$ cat src/rtl/scsel_params.svh
// offsets, field positions, reset values and timing counts of the clock/standby select block
//
// Behaviour
// (RL1) Clock select code 000 runs the bus masters at full speed, and it is the value after reset.
// (RL2) Clock select codes 001 to 101 give a medium-speed clock of the system clock over 2, 4, 8, 16 and 32.
// (RL3) Software never writes clock select codes 110 or 111.
// (RL4) With the transfer speed bit clear in medium-speed mode, all masters including the transfer controller use the medium clock.
// (RL5) With the transfer speed bit set, the transfer controller runs at full speed whenever it has a transfer request, even while the CPU stays slow.
// (RL6) The 3-bit standby wait field sets how long the block waits for the clock to settle when leaving software standby.
// (RL7) With an oscillator, software picks a wait of at least 8 ms.
// (RL8) With an external clock, software picks a wait of at least 500 us.
// (RL9) The bus masters stay stopped during the settling wait and restart only after the full count has elapsed.
`ifndef SCSEL_PARAMS_SVH
`define SCSEL_PARAMS_SVH

`define SCSEL_CTRL_OFS 4'h0
`define SCSEL_STAT_OFS 4'h4
`define SCSEL_CLK_SEL_LSB 0
`define SCSEL_XFER_FAST_BIT 3
`define SCSEL_WAIT_SEL_LSB 4
`define SCSEL_CTRL_RESET 8'h00
`define SCSEL_CLK_SEL_HIGH 3'h0
`define SCSEL_CLK_SEL_MAX 3'h5
`define SCSEL_CNT_W 24
`define SCSEL_CLK_MHZ 100
`define SCSEL_OSC_SETTLE_MS 8
`define SCSEL_EXT_SETTLE_US 500
`define SCSEL_EXT_SETTLE_CYC (`SCSEL_EXT_SETTLE_US * `SCSEL_CLK_MHZ)
`define SCSEL_OSC_SETTLE_CYC (`SCSEL_OSC_SETTLE_MS * 1000 * `SCSEL_CLK_MHZ)

`endif

$ cat src/rtl/unused_placeholder_removed.sv
// intentionally empty compilation unit
`timescale 1ns/100ps

$ cat src/rtl/scsel_pkg.sv
// types shared by the clock/standby select block
`include "scsel_params.svh"
package scsel_pkg;

    typedef enum logic [1:0] {
        SCSEL_RUN,
        SCSEL_STANDBY,
        SCSEL_SETTLE
    } scsel_state_t;

    typedef struct packed {
        logic [2:0] clk_sel;
        logic xfer_fast;
        logic [2:0] wait_sel;
        logic ack;
        logic [31:0] rdata;
        scsel_state_t st;
        logic [`SCSEL_CNT_W-1:0] cnt;
        logic cpu_en;
        logic xfer_en;
        logic [1:0] wake_sync;
    } scsel_ctrl_t;

    typedef struct packed {
        logic [4:0] cnt;
        logic tick;
    } scsel_div_t;

endpackage

$ cat src/rtl/scsel_div_if.sv
// link between the select logic and the divider
`timescale 1ns/100ps
interface scsel_div_if;
    logic [2:0] sel;
    logic tick;
    modport ctrl (output sel, input tick);
    modport div (input sel, output tick);
endinterface

$ cat src/rtl/scsel_div.sv
// free-running divider that makes the medium-speed enable tick
`timescale 1ns/100ps
module scsel_div (
    input wire logic clock,
    input wire logic rst,
    scsel_div_if.div dv
);
    scsel_pkg::scsel_div_t s_q;
    scsel_pkg::scsel_div_t s_d;
    logic [4:0] mask;

    always_comb
    begin
        case (dv.sel)
            3'h1: mask = 5'h01; // RL2
            3'h2: mask = 5'h03;
            3'h3: mask = 5'h07;
            3'h4: mask = 5'h0F;
            3'h5: mask = 5'h1F;
            default: mask = 5'h00; // RL1
        endcase
        s_d = s_q;
        s_d.cnt = s_q.cnt + 5'h01;
        // tick once every 2^sel cycles; code 0 ticks every cycle
        s_d.tick = ((s_q.cnt & mask) == mask);
    end

    always_ff @(posedge clock or posedge rst)
    begin
        if (rst)
        begin
            s_q <= '0;
        end
        else
        begin
            s_q <= s_d;
        end
    end

    assign dv.tick = s_q.tick;
endmodule // scsel_div

$ cat src/rtl/scsel_top.sv
// clock select and standby settling control for the bus masters
//
// Added by the designer: the register offsets and the Avalon-MM interface to the registers.
`timescale 1ns/100ps
`include "scsel_params.svh"
module scsel_top #(
    parameter int WAIT_BASE = `SCSEL_EXT_SETTLE_CYC
) (
    input wire logic clock,
    input wire logic rst,
    // avalon-mm slave
    input wire logic [3:0] avs_address,
    input wire logic avs_read,
    input wire logic avs_write,
    input wire logic [31:0] avs_writedata,
    input wire logic [3:0] avs_byteenable,
    output logic [31:0] avs_readdata,
    output logic avs_waitrequest,
    // standby control
    input wire logic standby_req,
    input wire logic wake_in,
    // transfer controller request
    input wire logic xfer_req,
    // bus master clock enables and standby status
    output logic cpu_clk_en,
    output logic xfer_clk_en,
    output logic standby_active
);
    scsel_pkg::scsel_ctrl_t s_q;
    scsel_pkg::scsel_ctrl_t s_d;
    logic req;
    logic wake;
    logic [7:0] ctrl_val;
    logic [7:0] stat_val;
    logic [`SCSEL_CNT_W-1:0] wait_base;
    logic [`SCSEL_CNT_W-1:0] wait_load;
    logic [2:0] new_sel;

    scsel_div_if dv ();

    scsel_div u_div (
        .clock(clock),
        .rst(rst),
        .dv(dv)
    );

    assign dv.sel = s_q.clk_sel;

    assign req = avs_read | avs_write;
    // answer one cycle after the request is seen, so read data is registered
    assign avs_waitrequest = req & ~s_q.ack;

    // only the second synchroniser stage is looked at
    assign wake = s_q.wake_sync[1];

    assign ctrl_val = {1'b0, s_q.wait_sel, s_q.xfer_fast, s_q.clk_sel};
    assign stat_val = {5'h00, (s_q.xfer_fast & xfer_req),
        (s_q.st == scsel_pkg::SCSEL_SETTLE), (s_q.st == scsel_pkg::SCSEL_STANDBY)};

    assign wait_base = `SCSEL_CNT_W'(WAIT_BASE);
    // each wait code doubles the settling time
    assign wait_load = `SCSEL_CNT_W'(wait_base << s_q.wait_sel) - `SCSEL_CNT_W'(1); // RL6

    assign new_sel = avs_writedata[`SCSEL_CLK_SEL_LSB +: 3];

    always_comb
    begin
        s_d = s_q;
        s_d.wake_sync = {s_q.wake_sync[0], wake_in};
        s_d.ack = req & ~s_q.ack;

        // register bus
        if (req && !s_q.ack)
        begin
            case (avs_address)
                `SCSEL_CTRL_OFS: s_d.rdata = {24'h000000, ctrl_val};
                `SCSEL_STAT_OFS: s_d.rdata = {24'h000000, stat_val};
                default: s_d.rdata = 32'h00000000;
            endcase
        end
        if (avs_write && s_q.ack && avs_address == `SCSEL_CTRL_OFS && avs_byteenable[0])
        begin
            // prohibited codes are dropped, keeping the old divider setting
            if (new_sel <= `SCSEL_CLK_SEL_MAX) // RL3
            begin
                s_d.clk_sel = new_sel; // RL2
            end
            s_d.xfer_fast = avs_writedata[`SCSEL_XFER_FAST_BIT];
            s_d.wait_sel = avs_writedata[`SCSEL_WAIT_SEL_LSB +: 3];
        end

        // standby sequencing
        case (s_q.st)
            scsel_pkg::SCSEL_RUN:
            begin
                if (standby_req)
                begin
                    s_d.st = scsel_pkg::SCSEL_STANDBY;
                end
            end
            scsel_pkg::SCSEL_STANDBY:
            begin
                if (wake)
                begin
                    s_d.st = scsel_pkg::SCSEL_SETTLE;
                    s_d.cnt = wait_load; // RL6
                end
            end
            scsel_pkg::SCSEL_SETTLE:
            begin
                if (s_q.cnt == '0)
                begin
                    s_d.st = scsel_pkg::SCSEL_RUN; // RL9
                end
                else
                begin
                    s_d.cnt = s_q.cnt - `SCSEL_CNT_W'(1); // RL9
                end
            end
            default:
            begin
                s_d.st = scsel_pkg::SCSEL_RUN;
            end
        endcase

        // masters get no enable outside the run state
        if (s_d.st == scsel_pkg::SCSEL_RUN && s_q.st == scsel_pkg::SCSEL_RUN)
        begin
            s_d.cpu_en = dv.tick; // RL1 RL2
            // in the divided modes, full rate for the transfer controller only while it is asking
            s_d.xfer_en = dv.tick | (s_q.xfer_fast & xfer_req); // RL4 RL5
        end
        else
        begin
            s_d.cpu_en = 1'b0; // RL9
            s_d.xfer_en = 1'b0; // RL9
        end
    end

    always_ff @(posedge clock or posedge rst)
    begin
        if (rst)
        begin
            s_q <= '0; // RL1
            s_q.st <= scsel_pkg::SCSEL_RUN;
        end
        else
        begin
            s_q <= s_d;
        end
    end

    assign avs_readdata = s_q.rdata;
    assign cpu_clk_en = s_q.cpu_en;
    assign xfer_clk_en = s_q.xfer_en;
    assign standby_active = (s_q.st != scsel_pkg::SCSEL_RUN);
endmodule // scsel_top

$ cat config.mk
export PLATFORM = sky130hd
export DESIGN_NAME = scsel_top
export DESIGN_NICKNAME = d
export VERILOG_FILES = /design/src/rtl/unused_placeholder_removed.sv /design/src/rtl/scsel_pkg.sv /design/src/rtl/scsel_div_if.sv /design/src/rtl/scsel_div.sv /design/src/rtl/scsel_top.sv
export VERILOG_INCLUDE_DIRS = /design/src /design/src/rtl
export SDC_FILE = /design/constraint.sdc
export NUM_CORES = 1
export LEC_CHECK = 0
export CAP_MARGIN = 20
export CORE_ASPECT_RATIO = 1.2
export CORE_MARGIN = 4
export CORE_UTILIZATION = 60
export DETAILED_ROUTE_END_ITERATION = 10
export DONT_BUFFER_PORTS = 1
export GPL_ROUTABILITY_DRIVEN = 0
export PLACE_DENSITY_LB_ADDON = 0.3
export SYNTH_ARGS = -nofsm -noshare
export SYNTH_HDL_FRONTEND = slang
export SYNTH_SLANG_ARGS = --single-unit
$ cat constraint.sdc
create_clock -name clock -period 5 [get_ports clock]
set_input_delay 1.5 -clock clock [delete_from_list [all_inputs] [get_ports clock]]
set_output_delay 1.5 -clock clock [all_outputs]
set_load 0.1 [all_outputs]
# Word-level counts from Yosys, hierarchy flattened
# Index checks and enable logic that the tools add are counted.
# classes
order_cmp,1
reduce_logical,14
n_bitwise,6
shifts,1
muxes,9
n_eq_ne,11
add_sub_neg,3
# op_table
operator,n
case mux 24 bit (2 select lines),1
"subtractor 24 x 1 -> 24 bit, second input constant",2
two-way mux 26 bit,1
case mux 5 bit (5 select lines),1
zero test 24 bit,1
two-way mux 24 bit,1
"<< shifter 16 x 3 -> 24 bit, first input constant",1
case mux 7 bit (2 select lines),1
"== test 3 x 2 -> 1 bit, second input constant",2
"== test 3 bit, second input constant",2
two-way mux 2 bit,3
case mux 2 bit (3 select lines),1
"adder 5 x 1 -> 5 bit, second input constant",1
AND 5 bit,1
== test 5 bit,1
logical AND 1 bit,5
"== test 4 x 3 -> 1 bit, second input constant",1
zero test 2 bit,2
zero test 4 bit,1
"inequality test 2 bit, second input constant",2
nonzero test 2 bit,2
"== test 3 x 1 -> 1 bit, second input constant",1
"<= comparator 3 bit, second input constant",1
AND reduction 3 bit,1
7 further kinds,9
# word_totals
elab_cells,57
regBits,76
inputBits,47

# Logic depth before layout (Yosys ltp)
# Gate-level depths: netlist of run 1.
# logic_depth
depth_word,7
mapped_depth,11
ltp_nobuf,9

# By module
# From an unflattened synthesis of run 1, not the netlist that was laid out.
# unflattened
hier_cells,412
hier_area_um2,3543.4
# modules_own_cells
mod,seq_area_each_um2,instances,cells_per_inst,area_per_inst_um2
scsel_top,1126.1,1,387,3274.4
scsel_div,150.1,1,25,269.0

# Least setup slack after synthesis of run 1
# Ideal clock, no wire load.
# synth_timing
kind,input -> output
startpoint,input port avs_read
endpoint,output port avs_waitrequest
stages,3
n_path_buf,1
required_time_ps,3500
arrival_time_ps,2402
path_slack_ps,1098
path_cell_list,o21bai_1 > clkbuf_1 > inv_1
# synth_via
elab_chain_len,2
# synth_rtl
element,line_no,rtl
start: declaration,scsel_top.sv:13,"input wire logic avs_read,"
bitwise OR 1 bit,scsel_top.sv:49,assign req = avs_read | avs_write;
AND 1 bit,scsel_top.sv:51,assign avs_waitrequest = req & ~s_q.ack;
end: declaration,scsel_top.sv:18,"output logic avs_waitrequest,"
# Every way passes these cells.

# Worst setup path after layout of run 1
# Ends and elaborated chain as after synthesis.

==> flow_metrics.py, run 1 <==
metrics = {
    "run_status": {
        "status": "finished clean",
    },
    "setup_path": {
        "required_ps": 3500,
        "end_kind": "output pin",
        "cpMaxStageDelayCell": "inv_1",
        "worstPathArrival_ps": 2190,
        "path_delay_family": "buffers and inverters",
        "cpPeakStageDelay_ps": 620,
        "crit_chain": "o21bai_1 -> inv_1",
        "cp_num_buf_inv": 1,
        "path_class": "in -> out",
        "worst-path-stages": 2,
        "r2r_start": "ctrl_val[6]",
        "path_max_fanout": 2,
        "reg2reg_depth": 8,
        "critPathLaunchType": "input pin",
        "crit_path_start": "avs_read",
    },
    "grt": {
        "grt_max_degree": 52,
        "antenna_found_initial": 0,
        "gr-total-overflow": 0,
        "grt_usage_pct": 22.2,
        "grt_pass1_wl_um": 13100,
        "grt_pass1_vias": 2702,
    },
    "layout": {
        "drive_gt1_share_pct": 7.67,
        "syn2layout_area_growth_pct": 0.604,
        "nets": 450,
        "final_core_util_pct": 62.5,
        "final_cells": 471,
        "multi_input_area_mm2": 0.00195,
        "num-fill-cells": 490,
        "diodes": 0,
        "area.sequential_mm2": 0.00128,
    },
    "timing": {
        "hold_violations": 0,
        "rsz0062_at_grt": "no",
        "period_needed_ps": 3690,
        "max_freq_ghz": 0.271,
        "tns_ps": 0,
        "maxSlewHeadroom_pct": 38.2,
        "final-setup-viol-count": 0,
        "worst_slew_pin_slew_ps": 926,
        "slew_viol_final": 0,
        "fin_worst_skew_ps": 8.58,
        "finalCritPeriodShare_pct": 73.8,
    },
    "power_and_ir_drop": {
        "combPwrFrac_pct": 42.3,
        "switching_share_pct": 47.6,
        "p_switching_mw": 0.798,
        "leakage_nw": 1.51,
        "p_int_mw": 0.878,
        "vdd_drop_max_mv": 0.234,
        "clock_power_share_pct": 18.2,
        "p_seq_share_pct": 39.6,
        "cellPowerDensity_mw_per_mm2": 473,
    },
    "routing": {
        "routed_wl_um": 7550,
        "vias": 2823,
        "dr.pass1.iters": 5,
        "drt_iter0_drc": 301,
        "via_per_inst": 5.99,
        "drtAntennaViolNets": 0,
        "wire_per_inst_um": 16.0,
        "drc": 0,
    },
    "floorplanning": {
        "die_w_um": 77.9,
        "core-area_mm2": 0.00567,
        "dieArea_mm2": 0.00716,
        "start_util_pct": 62.1,
        "pin_count": 83,
        "die_h_um": 91.9,
        "rows": 30,
    },
    "clock_network": {
        "clockBufferDepth": 2,
        "numCtsBuffers": 5,
        "cts.sinks": 51,
        "post_cts_buffers": 0,
        "cts_resized": 0,
        "cts_tree": "yes",
        "worstSkewPairLatency_ps": 310,
        "clock-root-buffer": "clkbuf_8",
        "cts_hold_buffers": 0,
        "htree_levels": 2,
        "clk_pin_slew_ps": 100,
    },
    "worst_hold_path": {
        "hold_path_startpoint": "s_d[1]",
        "hp-class": "reg -> reg",
        "holdPathStages": 0,
    },
    "yosys": {
        "syn_area_mm2": 0.00352,
        "async_flop_share_pct": 100,
        "netlist_instances": 405,
        "yosysWarnings": 0,
        "postSynthAreaPerCell_um2": 8.69,
        "synth-seq-cells": 51,
        "synth_edf_count": 0,
        "ys_seq_area_share_pct": 36.2,
        "synth_cell_types": 63,
        "synth_ff_type": "dfrtp_1",
    },
    "run": {
        "cap_violations": 0,
    },
    "place": {
        "dp_cells": 462,
        "numPortBuffers": 0,
        "hpwl_um": 5420,
    },
}
[stage by stage]
stage               power [mW]  setup slack, ps  cell area [um^2]  hold slack (ps)
finish                    1.68             1310              3540              367
global placement          1.35             1310              3410              333
global route              1.78             1290              3540              367
floorplan                 1.26             1100              3610              331
CTS                       1.67             1300              3520              364
detailed placement        1.37             1310              3410              340
[worst paths after layout]
kind                                   endpoint  slack (ps)
worst min register to register           s_q[1]         370
max in group asynchronous               s_q[18]        3370
worst max register to register          s_q[24]        1630
min in group asynchronous          u_div.s_q[4]        1100
worst min-delay path                     s_q[1]         370
worst max-delay path            avs_waitrequest        1310
[layout by cell type (no fill, tap or decap), drive strengths merged, types with 4 or more instances in the layout]
master	n
o21ai	39
a21oi	21
xnor2	12
inv	14
mux2i	5
nand4	5
nor2b	4
nand3	12
dfrtp	51
nand2b	4
nand2	32
nor2	40
o22ai	4
nor3	16
a31oi	6
mux2	5
a22o	5
nor4	9
buf	4
ha	13
clkbuf	5
conb	25
xor2	6
[state kept, by name, indices dropped and copies added (netlist names)]
signal,count
avs_readdata,7
cpu_clk_en,1
ctrl_val,4
dv.sel,3
s_d,1
s_q,28
u_div.dv.tick,1
u_div.s_q,5
xfer_clk_en,1
[cell usage after synthesis, types with 3 or more instances]
master     n  share of area [%]
a32oi_1    3               0.75
a21oi_1   21                3.0
o21ai_0   39                5.5
or4_1      3               0.64
nor4_1     7                1.2
o211ai_1   3               0.64
nor3_1    15                2.1
xnor2_1   12                3.0
dfrtp_1   51                 36
inv_1     12                1.3
nor3b_1    3               0.64
a22o_1     5                1.2
nand4_1    5               0.89
a31oi_1    5               0.89
mux2_2     5                1.6
and3_1     3               0.53
nand2b_1   4               0.71
buf_4     32                6.8
or2_2      3               0.53
nand2_1   32                3.4
mux2i_1    5                1.4
o221ai_1   3               0.75
nor2_1    39                4.2
buf_2      3               0.43
nand3_1   12                1.7
nor2b_1    4               0.71
xor2_1     6                1.5
clkbuf_1  11                1.2
ha_1      13                4.6
o22ai_1    4               0.71
[power groups by stage]
| stage | Clock (mW) | Combinational (mW) | Sequential, mW |
|---|---|---|---|
| after floorplan | 0 | 0.639 | 0.620 |
| after global placement | 0 | 0.683 | 0.665 |
| after detailed placement | 0 | 0.696 | 0.671 |
| after CTS | 0.307 | 0.701 | 0.662 |
| after global routing | 0.320 | 0.777 | 0.682 |
| final | 0.305 | 0.708 | 0.663 |
[routing by layer]
layer | global-route usage (%) | wire length (um) | up-vias
li1 | - | - | 1366
met1 | 29.5 | 3180 | 1342
met2 | 36.5 | 3790 | 106
met3 | 4.52 | 489 | 9
met4 | 6.27 | 87 | 0
met5 | 0 | 0 | -
[cell type report]
class,count,share of cell area [%]
tap,80,2.83
multi-input combinational,314,55.1
clock inverter,3,1.31
timing repair buffer,4,1.20
inverter,14,1.55
clock buffer,5,1.94
sequential,51,36.0
[cell families after synthesis]
| family | count (synthesis) | synth area share (%) |
|---|---|---|
| simple gates | 143 | 21.5 |
| xor+xnor | 18 | 4.48 |
| buf+inv | 64 | 10.8 |
| compound gates | 105 | 19.2 |
| mux | 10 | 3.02 |
| fa+ha+maj | 13 | 4.62 |
| flops | 51 | 36.2 |
| other cells | 1 | 0.107 |
Note: power is estimated with default switching activity, not from simulation.
==> run 2: changes to the inputs <==
- clock period: 5 -> 3.5 ns (I/O delays scaled with it)
==> run 2 against run 1 <==
Effect of this change: setup slack worse by 710 ps; non-clock buffer count increased by 4; worst hold slack got worse by 6.7 ps; routed wire length grew 1.3%; largest power group unchanged; critical path type is now reg -> reg; power increased by 43%.
==> flow_metrics.py, run 2 (synthesis results as in run 1) <==
metrics = {
    "clock_network": {
        "cts_hold_buffers": 0,
        "worstSkewPairLatency_ps": 310,
        "cts_tree": "yes",
        "numCtsBuffers": 5,
        "clk_pin_slew_ps": 90,
        "cts_resized": 0,
        "post_cts_buffers": 0,
        "htree_levels": 2,
        "clockBufferDepth": 2,
        "clock-root-buffer": "clkbuf_8",
        "cts.sinks": 51,
    },
    "timing": {
        "tns_ps": 0,
        "final-setup-viol-count": 0,
        "slew_viol_final": 0,
        "maxSlewHeadroom_pct": 39.0,
        "worst_slew_pin_slew_ps": 914,
        "period_needed_ps": 2900,
        "max_freq_ghz": 0.345,
        "fin_worst_skew_ps": 14.1,
        "finalCritPeriodShare_pct": 82.8,
        "hold_violations": 0,
        "rsz0062_at_grt": "no",
    },
    "setup_path": {
        "crit_chain": "inv_1 -> ha_1 -> nor3_2 -> o221ai_1 -> nor2_1 -> nand4b_1 -> or3b_2 -> a21oi_1",
        "critPathLaunchType": "register",
        "worstPathArrival_ps": 3120,
        "path_max_fanout": 10,
        "cp_num_buf_inv": 1,
        "required_ps": 3720,
        "path_class": "reg -> reg",
        "cpPeakStageDelay_ps": 580,
        "path_delay_family": "simple AND/OR/NAND/NOR gates",
        "cpMaxStageDelayCell": "dfrtp_1",
        "end_kind": "register",
    },
    "routing": {
        "drt_iter0_drc": 267,
        "drtAntennaViolNets": 0,
        "via_per_inst": 6.00,
        "dr.pass1.iters": 5,
        "drc": 0,
        "wire_per_inst_um": 16.1,
        "vias": 2849,
        "routed_wl_um": 7650,
    },
    "floorplanning": {
        "dieArea_mm2": 0.00716,
        "die_w_um": 77.9,
        "pin_count": 83,
        "core-area_mm2": 0.00567,
        "rows": 30,
        "die_h_um": 91.9,
        "start_util_pct": 62.1,
    },
    "power_and_ir_drop": {
        "switching_share_pct": 47.3,
        "p_int_mw": 1.26,
        "p_seq_share_pct": 39.2,
        "p_switching_mw": 1.13,
        "clock_power_share_pct": 17.5,
        "vdd_drop_max_mv": 0.326,
        "combPwrFrac_pct": 43.2,
        "cellPowerDensity_mw_per_mm2": 670,
        "leakage_nw": 1.53,
    },
    "place": {
        "numPortBuffers": 0,
        "dp_cells": 466,
        "hpwl_um": 5620,
    },
    "grt": {
        "grt_pass1_wl_um": 12800,
        "grt_max_degree": 52,
        "antenna_found_initial": 0,
        "gr-total-overflow": 0,
        "grt_usage_pct": 21.7,
        "grt_pass1_vias": 2765,
    },
    "layout": {
        "drive_gt1_share_pct": 8.35,
        "syn2layout_area_growth_pct": 1.35,
        "final_cells": 475,
        "layout_common_cells": "51 x dfrtp_1, 39 x nor2_1, 39 x o21ai_0",
        "num-fill-cells": 464,
        "largest-register": "s_q",
        "largest_reg_flops": 28,
        "diodes": 0,
        "final_common_cell": "dfrtp_1",
        "nets": 454,
    },
    "run": {
        "cap_violations": 0,
    },
    "run_status": {
        "status": "finished clean",
    },
    "worst_hold_path": {
        "hp-class": "reg -> reg",
    },
}
## run 2: layout make-up
class	count	area [um^2]	area share, %
multi-input cells	314	1950	54.7
flip-flops and latches	51	1280	35.8
repair buffers	8	72.6	2.03
inverters	14	55.1	1.54
clock inverters	2	38.8	1.09
clock buffers	6	72.6	2.03
well taps	80	100	2.81
## run 2: final timing paths
path / start / endpoint / slack [ps] / depth (start not counted)
setup / recovery: ctrl_val[4] / s_q[24] / 600 / 8
hold / removal: s_d[1] / s_q[1] / 360 / 0
setup reg to reg: ctrl_val[4] / s_q[24] / 600 / 8
hold reg to reg: s_d[1] / s_q[1] / 360 / 0
max in group asynchronous: rst / s_q[26] / 2330 / 2
min in group asynchronous: rst / s_q[29] / 640 / 1
## run 2: worst reg2reg max path, delay by kind of cell (launching register included)
kind / cells / cell delay (ps)
AO/OA/AOI/OAI: 2 / 420
buffers and inverters: 1 / 170
flip-flops: 1 / 580
adder cells (fa/ha/maj): 1 / 340
AND/OR/NAND/NOR: 4 / 1310
## run 2: power by group through the flow
| stage | registers, mW | logic [mW] | clock network, mW |
|---|---|---|---|
| 2_1_floorplan | 0.885 | 0.913 | 0 |
| 3_3_place_gp | 0.939 | 0.992 | 0 |
| 3_5_place_dp | 0.946 | 1.02 | 0 |
| 4_1_cts | 0.933 | 1.02 | 0.427 |
| 5_1_grt | 0.959 | 1.13 | 0.453 |
| 6_report | 0.938 | 1.03 | 0.420 |
## run 2: metal layers
layer  GRT usage, %  wire (um)  share of wire (%)  vias to the layer above
met3           4.03        393                5.1                        7
met2           37.0       3910                 51                      108
met4           5.83         70               0.92                        0
met1           28.3       3280                 43                     1359
li1               -          -                  -                     1375
met5              0          0                  0                        -
## run 2: metrics by stage
step	utilization (%)	total power, mW	setup WS, ps	cell area, um^2	hold slack, ps
after detailed placement	60.6	1.96	674	3440	341
after global placement	60.6	1.93	711	3440	332
after floorplan	-	1.80	498	3610	331
after CTS	62.6	2.38	652	3550	363
final	63.0	2.39	600	3570	360
after global routing	63.0	2.54	368	3570	367
==> run 3: changes to the inputs <==
- CORE_UTILIZATION: 60 -> 58
- clock period: 3.5 -> 2.6 ns (I/O delays scaled with it)
==> run 3 against run 2 <==
Effect of this change: non-clock buffer count rose by 25; final cell count rose by 5.3%; power rose by 38%; clock-buffer cell count fell by 1; critical path depth did not move; clock skew fell by 1.4 ps; setup slack got worse by 450 ps.
==> flow_metrics.py, run 3 (synthesis results as in run 1) <==
metrics = {
    "run_status": {
        "status": "finished clean",
    },
    "setup_path": {
        "end_kind": "register",
        "path_class": "reg -> reg",
        "r2r_start": "ctrl_val[5]",
        "worstPathArrival_ps": 2700,
        "path_max_fanout": 5,
        "r2r_end": "s_q[24]",
        "critPathLaunchType": "register",
        "required_ps": 2850,
        "reg2reg_depth": 8,
        "r2r_slack_ps": 160,
    },
    "routing": {
        "dr.pass1.iters": 6,
        "drt_iter0_drc": 228,
        "wire_per_inst_um": 15.6,
        "vias": 2919,
        "routed_wl_um": 7820,
        "drc": 0,
        "via_per_inst": 5.84,
        "drtAntennaViolNets": 0,
    },
    "clock_network": {
        "cts.sinks": 51,
        "htree_levels": 2,
        "clock-root-buffer": "clkbuf_8",
        "clk_pin_slew_ps": 110,
        "cts_tree": "yes",
        "numCtsBuffers": 5,
        "worstSkewPairLatency_ps": 320,
        "clockBufferDepth": 2,
        "cts_hold_buffers": 0,
    },
    "timing": {
        "rsz0062_at_grt": "no",
        "final-setup-viol-count": 0,
        "tns_ps": 0,
        "worst_slew_pin_slew_ps": 843,
        "fin_worst_skew_ps": 12.7,
        "slew_viol_final": 0,
        "period_needed_ps": 2440,
        "max_freq_ghz": 0.409,
        "finalCritPeriodShare_pct": 94.0,
        "maxSlewHeadroom_pct": 43.7,
        "hold_violations": 0,
    },
    "layout": {
        "syn2layout_area_growth_pct": 7.53,
        "multi_input_area_mm2": 0.00198,
        "nets": 479,
        "drive_gt1_share_pct": 15.7,
        "layout_common_cells": "50 x dfrtp_1, 39 x o21ai_0, 38 x nor2_1",
        "final_common_cell": "dfrtp_1",
        "largest-register": "s_q",
        "num-fill-cells": 490,
        "diodes": 0,
        "area.sequential_mm2": 0.00128,
        "largest_reg_flops": 28,
    },
    "floorplanning": {
        "dieArea_mm2": 0.00739,
        "core-area_mm2": 0.00578,
        "rows": 30,
        "start_util_pct": 60.9,
        "die_h_um": 93.4,
        "die_w_um": 79.1,
        "pin_count": 83,
    },
    "power_and_ir_drop": {
        "cellPowerDensity_mw_per_mm2": 870,
        "vdd_drop_max_mv": 0.429,
        "leakage_nw": 1.65,
        "power_mw": 3.29,
    },
    "run": {
        "cap_violations": 0,
    },
    "worst_hold_path": {
        "hp-class": "reg -> reg",
        "whs_endpoint": "s_q[1]",
        "hold_path_startpoint": "s_d[1]",
        "holdPathStages": 0,
    },
    "grt": {
        "gr-total-overflow": 0,
        "grt_pass1_vias": 2835,
        "antenna_found_initial": 0,
        "grt_pass1_wl_um": 13200,
        "grt_usage_pct": 22.4,
        "grt_max_degree": 30,
    },
    "place": {
        "numPortBuffers": 0,
        "hpwl_um": 5850,
    },
}
run 3: changes by cell type in the layout (fill, tap and decap cells not counted), moves of 2 or more:
cell / before / now
buf_4: 7 / 31
nor4b_1: 2 / 0
ha_1: 13 / 11
nor4b_2: 1 / 3
ha_2: 0 / 2
run 3: layout make-up:
cell class              count  share of cell area [%]
well taps                  80                    2.64
multi-input cells         314                    52.2
flip-flops and latches     51                    33.7
clock inverters             3                   0.892
clock buffers               5                    1.82
inverters                  14                    1.45
repair buffers             33                    7.20
run 3: worst max-delay path, cell delays in order, from the launching register on:
cell	delay, ps
dfrtp_2	450
inv_1	150
ha_1	310
inv_1	170
a31oi_1	160
nor2_1	260
nand4b_1	200
or3b_2	510
a21oi_1	160
run 3: metal layers:
metal	GRT usage (%)	wire length (um)	vias up
met1	29.6	3260	1387
met2	37.6	3970	96
met3	3.37	471	15
li1	-	-	1421
met4	7.16	122	0
met5	0	0	-
run 3: timing repair:
item	in CTS	in global routing
setup endpoints to repair	1	8
setup buffers	0	3
gates cloned	0	0
resized for setup	1	6
pin swaps	0	2
run 3: metrics by stage:
| step | hold WS (ps) | setup slack, ps | instance area (um^2) | utilization [%] | cells |
|---|---|---|---|---|---|
| CTS | 368 | 2.77 | 3740 | 64.7 | 497 |
| detailed placement | 336 | -24.6 | 3630 | 62.9 | 489 |
| global placement | 338 | 90.8 | 3630 | 62.9 | 489 |
| floorplan | 331 | 72.0 | 3610 | - | 429 |
| finish | 364 | 155 | 3790 | 65.5 | 500 |
| global route | 388 | 28.3 | 3790 | 65.5 | 500 |
run 3: how the worst max path moves through the flow:
stage / start / end / slack (ps)
2_1_floorplan: ctrl_val[4] / s_q[24] / 70
3_3_place_gp: ctrl_val[5] / s_q[24] / 90
3_5_place_dp: ctrl_val[5] / s_q[24] / -20
4_1_cts: ctrl_val[5] / s_q[24] / 3
5_1_grt: ctrl_val[5] / s_q[24] / 30
6_report: ctrl_val[5] / s_q[24] / 160
run 3: where the power goes:
| part | internal [mW] | leakage (nW) | switching (mW) |
|---|---|---|---|
| sequential | 0.970 | 0.647 | 0.190 |
| combinational | 0.525 | 0.955 | 1.09 |
| clock | 0.205 | 0.0519 | 0.314 |
